[src/logic/bcr_params.svh]
/*
 * bcr_params.svh - offsets, field positions, reset values and bus constants
 * for the regulator command and status register slice.
 * assumes: included by its bare name from the design modules and the bench.
 */
`ifndef BCR_PARAMS_SVH
`define BCR_PARAMS_SVH

// ****************************************************************
// register offsets
// ****************************************************************
`define BCR_OFF_CH1_VSEL 8'h00
`define BCR_OFF_CH2_VSEL 8'h01
`define BCR_OFF_CH1_CMD 8'h02
`define BCR_OFF_CH2_CMD 8'h03
`define BCR_OFF_STATUS 8'h04

// ****************************************************************
// field positions and reset values
// ****************************************************************
`define BCR_SLEW_MSB 6
`define BCR_SLEW_LSB 4
`define BCR_MODE_MSB 2
`define BCR_MODE_LSB 1
`define BCR_OFF_BIT 0
`define BCR_CMD_WR_MASK 8'h77
`define BCR_CMD_RESET 8'h00
`define BCR_STATUS_RESET 8'h00

// ****************************************************************
// light-load mode codes
// ****************************************************************
`define BCR_MODE_PIN 2'h0
`define BCR_MODE_FIXED 2'h1
`define BCR_MODE_AUTO 2'h2

// ****************************************************************
// serial bus and slew counter
// ****************************************************************
`define BCR_BUS_ADDR_BASE 7'h60
`define BCR_BITS_PER_BYTE 4'h8
`define BCR_STRAP_WAIT 2'h2
`define BCR_SLEW_CNT_W 7

`endif

[src/logic/bcr_pkg.sv]
/*
 * bcr_pkg - types shared by the command and status register slice.
 * assumes: bcr_params.svh is on the include path.
 */
package bcr_pkg;

    // ****************************************************************
    // register layouts
    // ****************************************************************
    typedef struct packed {
        logic rsv7;
        logic [2:0] slew;
        logic rsv3;
        logic [1:0] light_load_switch_sel;
        logic output_off;
    } bcr_cmd_t;

    typedef struct packed {
        logic [4:0] rsv;
        logic temp_warn;
        logic channel2_regulation_ok;
        logic channel1_regulation_ok;
    } bcr_status_t;

    // ****************************************************************
    // serial slave states
    // ****************************************************************
    typedef enum logic [3:0] {
        BCR_IDLE,
        BCR_ADDR,
        BCR_ACK_ADDR,
        BCR_REG,
        BCR_ACK_REG,
        BCR_WDATA,
        BCR_ACK_WDATA,
        BCR_RDATA,
        BCR_MACK
    } bcr_state_t;

endpackage : bcr_pkg

[src/logic/bcr_slew_step.sv]
/*
 * bcr_slew_step - emits one 10 mV step strobe every 2^code switching cycles.
 * assumes: sw_cycle_in is a one-cycle pulse on core_clk_in, one per switching cycle.
 */
`timescale 1ns/1ns
`include "bcr_params.svh"

module bcr_slew_step #(
    parameter int CNT_W = `BCR_SLEW_CNT_W
) (
    // clock and reset
    input wire logic core_clk_in,
    input wire logic sys_rst_in,
    // control
    input wire logic [2:0] slew_code_in,
    input wire logic sw_cycle_in,
    // step strobe
    output logic step_out
);

    logic [CNT_W-1:0] cnt_reg;
    logic step_reg;
    logic [CNT_W-1:0] limit;
    logic at_limit;

    // limit is 2^code - 1 cycles of waiting
    assign limit = CNT_W'((1 << slew_code_in) - 1);
    assign at_limit = (cnt_reg >= limit);

    always_ff @(posedge core_clk_in or posedge sys_rst_in) begin
        if (sys_rst_in) begin
            cnt_reg <= '0;
            step_reg <= 1'b0;
        end else begin
            step_reg <= sw_cycle_in & at_limit;
            if (sw_cycle_in) begin
                cnt_reg <= at_limit ? '0 : cnt_reg + 1'b1;
            end
        end
    end

    assign step_out = step_reg;

endmodule : bcr_slew_step

[src/logic/bcr_regs.sv]
/*
 * bcr_regs - serial-bus slave and the command/status registers of a dual
 * step-down regulator: two channel command registers and one status register.
 * assumes: scl/sda are open-drain pins resolved outside; status inputs and pins
 * are asynchronous; sw_cycle pulses come from logic on core_clk_in.
 */
`timescale 1ns/1ns
`include "bcr_params.svh"

module bcr_regs #(
    parameter logic [6:0] BUS_ADDR_BASE = `BCR_BUS_ADDR_BASE
) (
    // clock and reset
    input wire logic core_clk_in,
    input wire logic sys_rst_in,
    // serial bus pins
    input wire logic scl_in,
    input wire logic sda_in,
    output logic sda_out,
    output logic sda_oe_out,
    // address strap
    input wire logic [1:0] addr_strap_in,
    // hardware pins
    input wire logic channel1_hw_enable_pin_in,
    input wire logic channel2_hw_enable_pin_in,
    input wire logic mode_select_pin_in,
    input wire logic current_share_in,
    // analog status
    input wire logic temp_warn_in,
    input wire logic channel1_regulation_ok_in,
    input wire logic channel2_regulation_ok_in,
    // switching cycle pulses
    input wire logic ch1_sw_cycle_in,
    input wire logic ch2_sw_cycle_in,
    // channel controls
    output logic channel1_output_off_out,
    output logic channel2_output_off_out,
    output logic ch1_auto_skip_out,
    output logic ch2_auto_skip_out,
    output logic [2:0] ch1_slew_code_out,
    output logic [2:0] ch2_slew_code_out,
    output logic ch1_slew_step_out,
    output logic ch2_slew_step_out
);

    localparam int NSYNC = 11;

    // ****************************************************************
    // input synchronisers
    // ****************************************************************
    logic [NSYNC-1:0] sync1_reg;
    logic [NSYNC-1:0] sync2_reg;
    logic [NSYNC-1:0] raw_pins;

    assign raw_pins = {addr_strap_in, channel2_regulation_ok_in, channel1_regulation_ok_in,
                       temp_warn_in, current_share_in, mode_select_pin_in,
                       channel2_hw_enable_pin_in, channel1_hw_enable_pin_in, sda_in, scl_in};

    always_ff @(posedge core_clk_in or posedge sys_rst_in) begin
        if (sys_rst_in) begin
            sync1_reg <= 11'h7FF;
            sync2_reg <= 11'h7FF;
        end else begin
            sync1_reg <= raw_pins;
            sync2_reg <= sync1_reg;
        end
    end

    logic scl_s, sda_s, hw_en_ch1_s, hw_en_ch2_s, mode_pin_s, share_s;
    logic temp_s, pg1_s, pg2_s;
    logic [1:0] strap_s;
    assign {strap_s, pg2_s, pg1_s, temp_s, share_s, mode_pin_s, hw_en_ch2_s, hw_en_ch1_s,
        sda_s, scl_s} = sync2_reg;

    // ****************************************************************
    // address strap, caught once after reset release
    // ****************************************************************
    logic strap_done_reg;
    logic [1:0] strap_wait_reg;
    logic [1:0] strap_reg;
    logic [6:0] my_addr;

    // the sync chain holds its reset ones for two clocks; wait for the real level
    always_ff @(posedge core_clk_in or posedge sys_rst_in) begin
        if (sys_rst_in) begin
            strap_done_reg <= 1'b0;
            strap_wait_reg <= 2'h0;
            strap_reg <= 2'h0;
        end else if (!strap_done_reg) begin
            if (strap_wait_reg == `BCR_STRAP_WAIT) begin
                strap_done_reg <= 1'b1;
                strap_reg <= strap_s;
            end else begin
                strap_wait_reg <= strap_wait_reg + 2'h1;
            end
        end
    end

    assign my_addr = BUS_ADDR_BASE | {5'h00, strap_reg};

    // ****************************************************************
    // bus edge and condition detection
    // ****************************************************************
    logic scl_d_reg, sda_d_reg;
    logic scl_rise, scl_fall, start_cond, stop_cond;

    always_ff @(posedge core_clk_in or posedge sys_rst_in) begin
        if (sys_rst_in) begin
            scl_d_reg <= 1'b1;
            sda_d_reg <= 1'b1;
        end else begin
            scl_d_reg <= scl_s;
            sda_d_reg <= sda_s;
        end
    end

    assign scl_rise = scl_s & ~scl_d_reg;
    assign scl_fall = ~scl_s & scl_d_reg;
    assign start_cond = scl_s & scl_d_reg & sda_d_reg & ~sda_s;
    assign stop_cond = scl_s & scl_d_reg & ~sda_d_reg & sda_s;

    // ****************************************************************
    // serial slave state machine
    // ****************************************************************
    bcr_pkg::bcr_state_t state_reg, state_next;
    logic [3:0] bitcnt_reg, bitcnt_next;
    logic [7:0] shift_reg, shift_next;
    logic [7:0] tx_reg, tx_next;
    logic [7:0] ptr_reg, ptr_next;
    logic rw_reg, rw_next;
    logic nack_reg, nack_next;
    logic oe_reg, oe_next;
    logic [7:0] rd_data;
    logic byte_done;

    assign byte_done = (bitcnt_reg == `BCR_BITS_PER_BYTE);

    always_comb begin
        state_next = state_reg;
        bitcnt_next = bitcnt_reg;
        shift_next = shift_reg;
        tx_next = tx_reg;
        ptr_next = ptr_reg;
        rw_next = rw_reg;
        nack_next = nack_reg;
        oe_next = oe_reg;
        if (start_cond) begin
            state_next = bcr_pkg::BCR_ADDR;
            bitcnt_next = 4'h0;
            oe_next = 1'b0;
        end else if (stop_cond) begin
            state_next = bcr_pkg::BCR_IDLE;
            oe_next = 1'b0;
        end else if (scl_rise) begin
            if (state_reg == bcr_pkg::BCR_MACK) begin
                nack_next = sda_s;
            end else if (state_reg == bcr_pkg::BCR_ADDR || state_reg == bcr_pkg::BCR_REG ||
                         state_reg == bcr_pkg::BCR_WDATA) begin
                shift_next = {shift_reg[6:0], sda_s};
                bitcnt_next = bitcnt_reg + 4'h1;
            end
        end else if (scl_fall) begin
            case (state_reg)
                bcr_pkg::BCR_ADDR: begin
                    if (byte_done) begin
                        if (shift_reg[7:1] == my_addr) begin
                            rw_next = shift_reg[0];
                            oe_next = 1'b1;
                            state_next = bcr_pkg::BCR_ACK_ADDR;
                        end else begin
                            state_next = bcr_pkg::BCR_IDLE;
                        end
                    end
                end
                bcr_pkg::BCR_ACK_ADDR: begin
                    bitcnt_next = 4'h0;
                    if (rw_reg) begin
                        tx_next = {rd_data[6:0], 1'b0};
                        oe_next = ~rd_data[7];
                        ptr_next = ptr_reg + 8'h01;
                        bitcnt_next = 4'h1;
                        state_next = bcr_pkg::BCR_RDATA;
                    end else begin
                        oe_next = 1'b0;
                        state_next = bcr_pkg::BCR_REG;
                    end
                end
                bcr_pkg::BCR_REG: begin
                    if (byte_done) begin
                        ptr_next = shift_reg;
                        oe_next = 1'b1;
                        state_next = bcr_pkg::BCR_ACK_REG;
                    end
                end
                bcr_pkg::BCR_WDATA: begin
                    if (byte_done) begin
                        ptr_next = ptr_reg + 8'h01;
                        oe_next = 1'b1;
                        state_next = bcr_pkg::BCR_ACK_WDATA;
                    end
                end
                bcr_pkg::BCR_ACK_REG, bcr_pkg::BCR_ACK_WDATA: begin
                    oe_next = 1'b0;
                    bitcnt_next = 4'h0;
                    state_next = bcr_pkg::BCR_WDATA;
                end
                bcr_pkg::BCR_RDATA: begin
                    if (byte_done) begin
                        oe_next = 1'b0;
                        state_next = bcr_pkg::BCR_MACK;
                    end else begin
                        oe_next = ~tx_reg[7];
                        tx_next = {tx_reg[6:0], 1'b0};
                        bitcnt_next = bitcnt_reg + 4'h1;
                    end
                end
                bcr_pkg::BCR_MACK: begin
                    if (nack_reg) begin
                        state_next = bcr_pkg::BCR_IDLE;
                    end else begin
                        tx_next = {rd_data[6:0], 1'b0};
                        oe_next = ~rd_data[7];
                        ptr_next = ptr_reg + 8'h01;
                        bitcnt_next = 4'h1;
                        state_next = bcr_pkg::BCR_RDATA;
                    end
                end
                default: begin
                    state_next = bcr_pkg::BCR_IDLE;
                end
            endcase
        end
    end

    always_ff @(posedge core_clk_in or posedge sys_rst_in) begin
        if (sys_rst_in) begin
            state_reg <= bcr_pkg::BCR_IDLE;
            bitcnt_reg <= 4'h0;
            shift_reg <= 8'h00;
            tx_reg <= 8'h00;
            ptr_reg <= 8'h00;
            rw_reg <= 1'b0;
            nack_reg <= 1'b1;
            oe_reg <= 1'b0;
        end else begin
            state_reg <= state_next;
            bitcnt_reg <= bitcnt_next;
            shift_reg <= shift_next;
            tx_reg <= tx_next;
            ptr_reg <= ptr_next;
            rw_reg <= rw_next;
            nack_reg <= nack_next;
            oe_reg <= oe_next;
        end
    end

    // open drain: only ever pulls low
    assign sda_out = 1'b0;
    assign sda_oe_out = oe_reg;

    // ****************************************************************
    // register file
    // ****************************************************************
    bcr_pkg::bcr_cmd_t cmd1_reg, cmd2_reg;
    bcr_pkg::bcr_status_t status_reg;
    logic hw_shutdown, wr_commit, wr_cmd1, wr_cmd2;
    logic [7:0] wr_val;

    assign hw_shutdown = ~hw_en_ch1_s & ~hw_en_ch2_s;
    // commit on the scl fall that closes the data byte, before the ack
    assign wr_commit = scl_fall & byte_done & (state_reg == bcr_pkg::BCR_WDATA) &
                       ~start_cond & ~stop_cond & ~hw_shutdown;
    assign wr_cmd1 = wr_commit & (ptr_reg == `BCR_OFF_CH1_CMD);
    assign wr_cmd2 = wr_commit & (ptr_reg == `BCR_OFF_CH2_CMD) & ~share_s;
    assign wr_val = shift_reg & `BCR_CMD_WR_MASK;

    always_ff @(posedge core_clk_in or posedge sys_rst_in) begin
        if (sys_rst_in) begin
            cmd1_reg <= `BCR_CMD_RESET;
            cmd2_reg <= `BCR_CMD_RESET;
            status_reg <= `BCR_STATUS_RESET;
        end else begin
            if (wr_cmd1) begin
                cmd1_reg <= wr_val;
            end
            if (wr_cmd2) begin
                cmd2_reg <= wr_val;
            end
            status_reg <= {5'h00, temp_s, pg2_s, pg1_s};
        end
    end

    // voltage-select registers live elsewhere; here they and unmapped offsets read zero
    assign rd_data = (ptr_reg == `BCR_OFF_CH1_CMD) ? cmd1_reg :
                     (ptr_reg == `BCR_OFF_CH2_CMD) ? cmd2_reg :
                     (ptr_reg == `BCR_OFF_STATUS) ? status_reg : 8'h00;

    // ****************************************************************
    // channel controls
    // ****************************************************************
    bcr_pkg::bcr_cmd_t eff2;
    logic auto1_next, auto2_next;

    assign eff2 = share_s ? cmd1_reg : cmd2_reg;

    function automatic logic bcr_auto_skip(input logic [1:0] sel, input logic pin);
        logic r;
        r = 1'b0;
        if (sel == `BCR_MODE_PIN) begin
            r = pin;
        end else if (sel == `BCR_MODE_AUTO) begin
            r = 1'b1;
        end
        return r;
    endfunction : bcr_auto_skip

    // reserved code 11 falls back to fixed frequency
    assign auto1_next = bcr_auto_skip(cmd1_reg.light_load_switch_sel, mode_pin_s);
    assign auto2_next = bcr_auto_skip(eff2.light_load_switch_sel, mode_pin_s);

    always_ff @(posedge core_clk_in or posedge sys_rst_in) begin
        if (sys_rst_in) begin
            channel1_output_off_out <= 1'b0;
            channel2_output_off_out <= 1'b0;
            ch1_auto_skip_out <= 1'b0;
            ch2_auto_skip_out <= 1'b0;
            ch1_slew_code_out <= 3'h0;
            ch2_slew_code_out <= 3'h0;
        end else begin
            channel1_output_off_out <= cmd1_reg.output_off;
            channel2_output_off_out <= eff2.output_off;
            ch1_auto_skip_out <= auto1_next;
            ch2_auto_skip_out <= auto2_next;
            ch1_slew_code_out <= cmd1_reg.slew;
            ch2_slew_code_out <= eff2.slew;
        end
    end

    bcr_slew_step u_slew1 (
        .core_clk_in(core_clk_in),
        .sys_rst_in(sys_rst_in),
        .slew_code_in(cmd1_reg.slew),
        .sw_cycle_in(ch1_sw_cycle_in),
        .step_out(ch1_slew_step_out)
    );

    bcr_slew_step u_slew2 (
        .core_clk_in(core_clk_in),
        .sys_rst_in(sys_rst_in),
        .slew_code_in(eff2.slew),
        .sw_cycle_in(ch2_sw_cycle_in),
        .step_out(ch2_slew_step_out)
    );

endmodule : bcr_regs

[config.mk]
export PLATFORM = sky130hd
export DESIGN_NAME = bcr_regs
export DESIGN_NICKNAME = d
export VERILOG_FILES = /design/src/logic/bcr_pkg.sv /design/src/logic/bcr_slew_step.sv /design/src/logic/bcr_regs.sv
export VERILOG_INCLUDE_DIRS = /design/src /design/src/logic
export SDC_FILE = /design/constraint.sdc
export NUM_CORES = 1
export LEC_CHECK = 0
export ABC_AREA = 1
export BUFFER_PORTS_ARGS = -buffer_cell sky130_fd_sc_hd__buf_2
export CORE_UTILIZATION = 30
export CTS_CLUSTER_DIAMETER = 200
export DETAILED_ROUTE_END_ITERATION = 8
export PLACE_DENSITY_LB_ADDON = 0.05
export SKIP_CTS_REPAIR_TIMING = 1
export SYNTH_ARGS = -nofsm -noshare
export SYNTH_HDL_FRONTEND = slang
export SYNTH_SLANG_ARGS = --single-unit
[constraint.sdc]
create_clock -name core_clk_in -period 8.84 [get_ports core_clk_in]
set_input_delay 0.884 -clock core_clk_in [delete_from_list [all_inputs] [get_ports core_clk_in]]
set_output_delay 0.884 -clock core_clk_in [all_outputs]
set_load 0.05 [all_outputs]
==> flow_summary.toml <==
[synthesis]
ys_seq_elements = 104
synth.area.top_cells = "dfrtp_1 36%, dfstp_2 12%, nand2_1 11%, ha_1 6.2%, inv_1 4.6%"
yosys_warnings = 0
ys_seq_area_share_pct = 48.6
synth_area_per_cell_sq_um = 8.72
yosys.area.top_type = "dfrtp_1"
ys_types = 39
ys.flop_type = "dfrtp_1"
syn_area_sq_mm = 0.00542
synth_edf_count = 0
synth_top_area_share_pct = 36.5
synth_fp_nets = 664
synthCells = 622
async_reset_ff_share_pct = 100

[floorplanning]
num_rows = 48
fp.dieH_um = 136
dieArea_sq_mm = 0.0186
die_width_um = 136
io_pins = 29
core_sq_mm = 0.0175
start_util_pct = 31.0

[route]
vias_per_cell = 4.54
drtPass1Iterations = 5
vias = 3996
wl_per_cell_um = 13.3
ant_nets = 0
wl_mm = 11.7
post-route-drc-count = 0
dr.first_iter.drc_count = 283

[setup_path]
critPathCapture = "u_slew2.cnt_reg[3]$_DFFE_PP0P_"
worst-path-stages = 15
critPathRequiredTime_ps = 9090
r2r_setup_slack_ps = 6180
r2r_end = "u_slew2.cnt_reg[3]$_DFFE_PP0P_"
cp_max_fo = 8
worstSetupStartpoint = "cmd1_reg[6]$_DFFE_PP0P_"
endpoint_kind = "register"
reg2reg_from = "cmd1_reg[6]$_DFFE_PP0P_"
crit_chain = "clkinv_1, nand2_1, o21ai_1, nand3_1, ha_1, inv_1, a22oi_1, o211ai_1, ha_1, nand2_1, o21a_1, nand3_1, nand2_1, inv_1, nor2_1"
cp.buffers_inverters = 3
max_stage_delay_ps = 460
cp.arrival_ps = 2910
path_class = "register to register"
start_kind = "register"
slowest_stage = "dfrtp_1"
crit_top_cell = "nand2_1"
rr_worst_depth = 15
critical_path.top_delay_family = "compound AO/OA/AOI/OAI gates"

[placed_design]
io_buffers = 27
dpl.hpwl_mm = 8.59
place.detailed.instances = 865
routabilityCongestion = 0.843
preCtsSetupSlack_ps = 6110

[cells_and_area]
final_cells = 881
syn2layout_area_growth_pct = 12.2
nets = 693
antenna_cells = 0
final_common_cell = "nand2_1"
mostFrequentLayoutCells = "157 x nand2_1, 79 x dfrtp_1, 65 x inv_1"
drive_above_1_share_pct = 18.4

[sta]
final_hold_viol_count = 0
maxClockFrequency_mhz = 375
hold_slack_ps = 356
skew_ps = 11.6
slew_violations = 0
fin_ws_ps = 6180
setup_viol = 0
rsz0062_at_grt = "false"
min_period_ps = 2660
slew_headroom_pct = 54.1
setup_tns_ps = 0
worstMarginPinSlew_ps = 689
period_share_pct = 30.1

[global_route]
grtUsageMet1_pct = 19.5
antenna_found_initial = 0
gr-max-usage-layer = "met2"
grt_first_pass_wirelength_mm = 20.0
grt_use_total_pct = 14.1
grt.overflow.total = 0
first_global_vias = 3863
grt_max_degree = 57
grt_use_met3_pct = 3.13
grtUsageMet2_pct = 21.5

[clock_tree]
cts_buffer_depth = 2
clkSlewWorstSetupHoldPaths_ps = 80
cts_root_buf = "clkbuf_16"
clk_latency_ps = 360
cts_tree = "built"
htree_levels = 3
cts_inserted_buffers = 9
clock-sinks = 104

[pwr]
leakagePower_nw = 3.03
finalPower_mw = 1.10
vdd_drop_max_mv = 0.0973
power.density_mw_per_mm2 = 180

[run]
max_cap_violations = 0

[hold_path]
min_path_type = "register to register"
worstHoldPathCells = 0

[status]
outcome = "finished clean"
[cell families after synthesis]
group / Yosys count / share of synthesized area, %
AO/OA/AOI/OAI: 86 / 9.23
AND/OR/NAND/NOR: 300 / 25.6
flip-flops: 104 / 48.6
buffers and inverters: 83 / 6.85
other: 1 / 0.0692
multiplexers: 2 / 0.392
XOR/XNOR: 19 / 3.07
adder cells (fa/ha/maj): 27 / 6.23
[Yosys cell counts, types with 7 or more instances]
| cell type | instances |
|---|---|
| ha_1 | 27 |
| inv_1 | 66 |
| nand2_1 | 157 |
| dfstp_2 | 25 |
| nor2_2 | 9 |
| o21ai_1 | 7 |
| a21oi_1 | 15 |
| xor2_1 | 14 |
| o21ai_2 | 14 |
| nand2_2 | 11 |
| nor2_1 | 50 |
| nand4_1 | 15 |
| nand3_1 | 43 |
| dfrtp_1 | 79 |
| o21ai_0 | 42 |
[worst min path at each step]
| stage | start | slack, ps | to |
|---|---|---|---|
| 2_1_floorplan | sync1_reg[0]$_DFF_PP1_ | 350 | sync2_reg[0]$_DFF_PP1_ |
| 3_3_place_gp | sync1_reg[0]$_DFF_PP1_ | 350 | sync2_reg[0]$_DFF_PP1_ |
| 3_5_place_dp | sync1_reg[7]$_DFF_PP1_ | 350 | sync2_reg[7]$_DFF_PP1_ |
| 4_1_cts | sync1_reg[0]$_DFF_PP1_ | 360 | sync2_reg[0]$_DFF_PP1_ |
| 5_1_grt | sync1_reg[0]$_DFF_PP1_ | 360 | sync2_reg[0]$_DFF_PP1_ |
| 6_report | sync1_reg[1]$_DFF_PP1_ | 360 | sync2_reg[1]$_DFF_PP1_ |
[metal layers]
layer	up-vias	wire [um]
li1	2068	-
met1	1866	5820
met2	51	5380
met3	11	308
met4	0	199
met5	-	0
[per-stage QoR]
stage	instance area (sq um)	util (%)
after floorplan	5420	-
after global placement	5750	32.9
final	6080	34.8
after global routing	6080	34.8
after detailed placement	5750	32.9
after CTS	6080	34.8
[area by class of cell]
cell class                 instances  area [sq um]
fill                            1845         11400
tap                              225           282
timing repair buffer              28           143
inverter                          73           277
multi-input combinational        435          2420
clock buffer                       9           225
sequential                       104          2630
clock inverter                     7           109
[power breakdown]
| part | internal [mW] | leakage (nW) | total (mW) | switching [mW] |
|---|---|---|---|---|
| Clock | 0.255 | 0.164 | 0.450 | 0.195 |
| Combinational | 0.0387 | 1.54 | 0.124 | 0.0851 |
| Sequential | 0.504 | 1.33 | 0.522 | 0.0185 |
(Power assumes the default switching activity.)
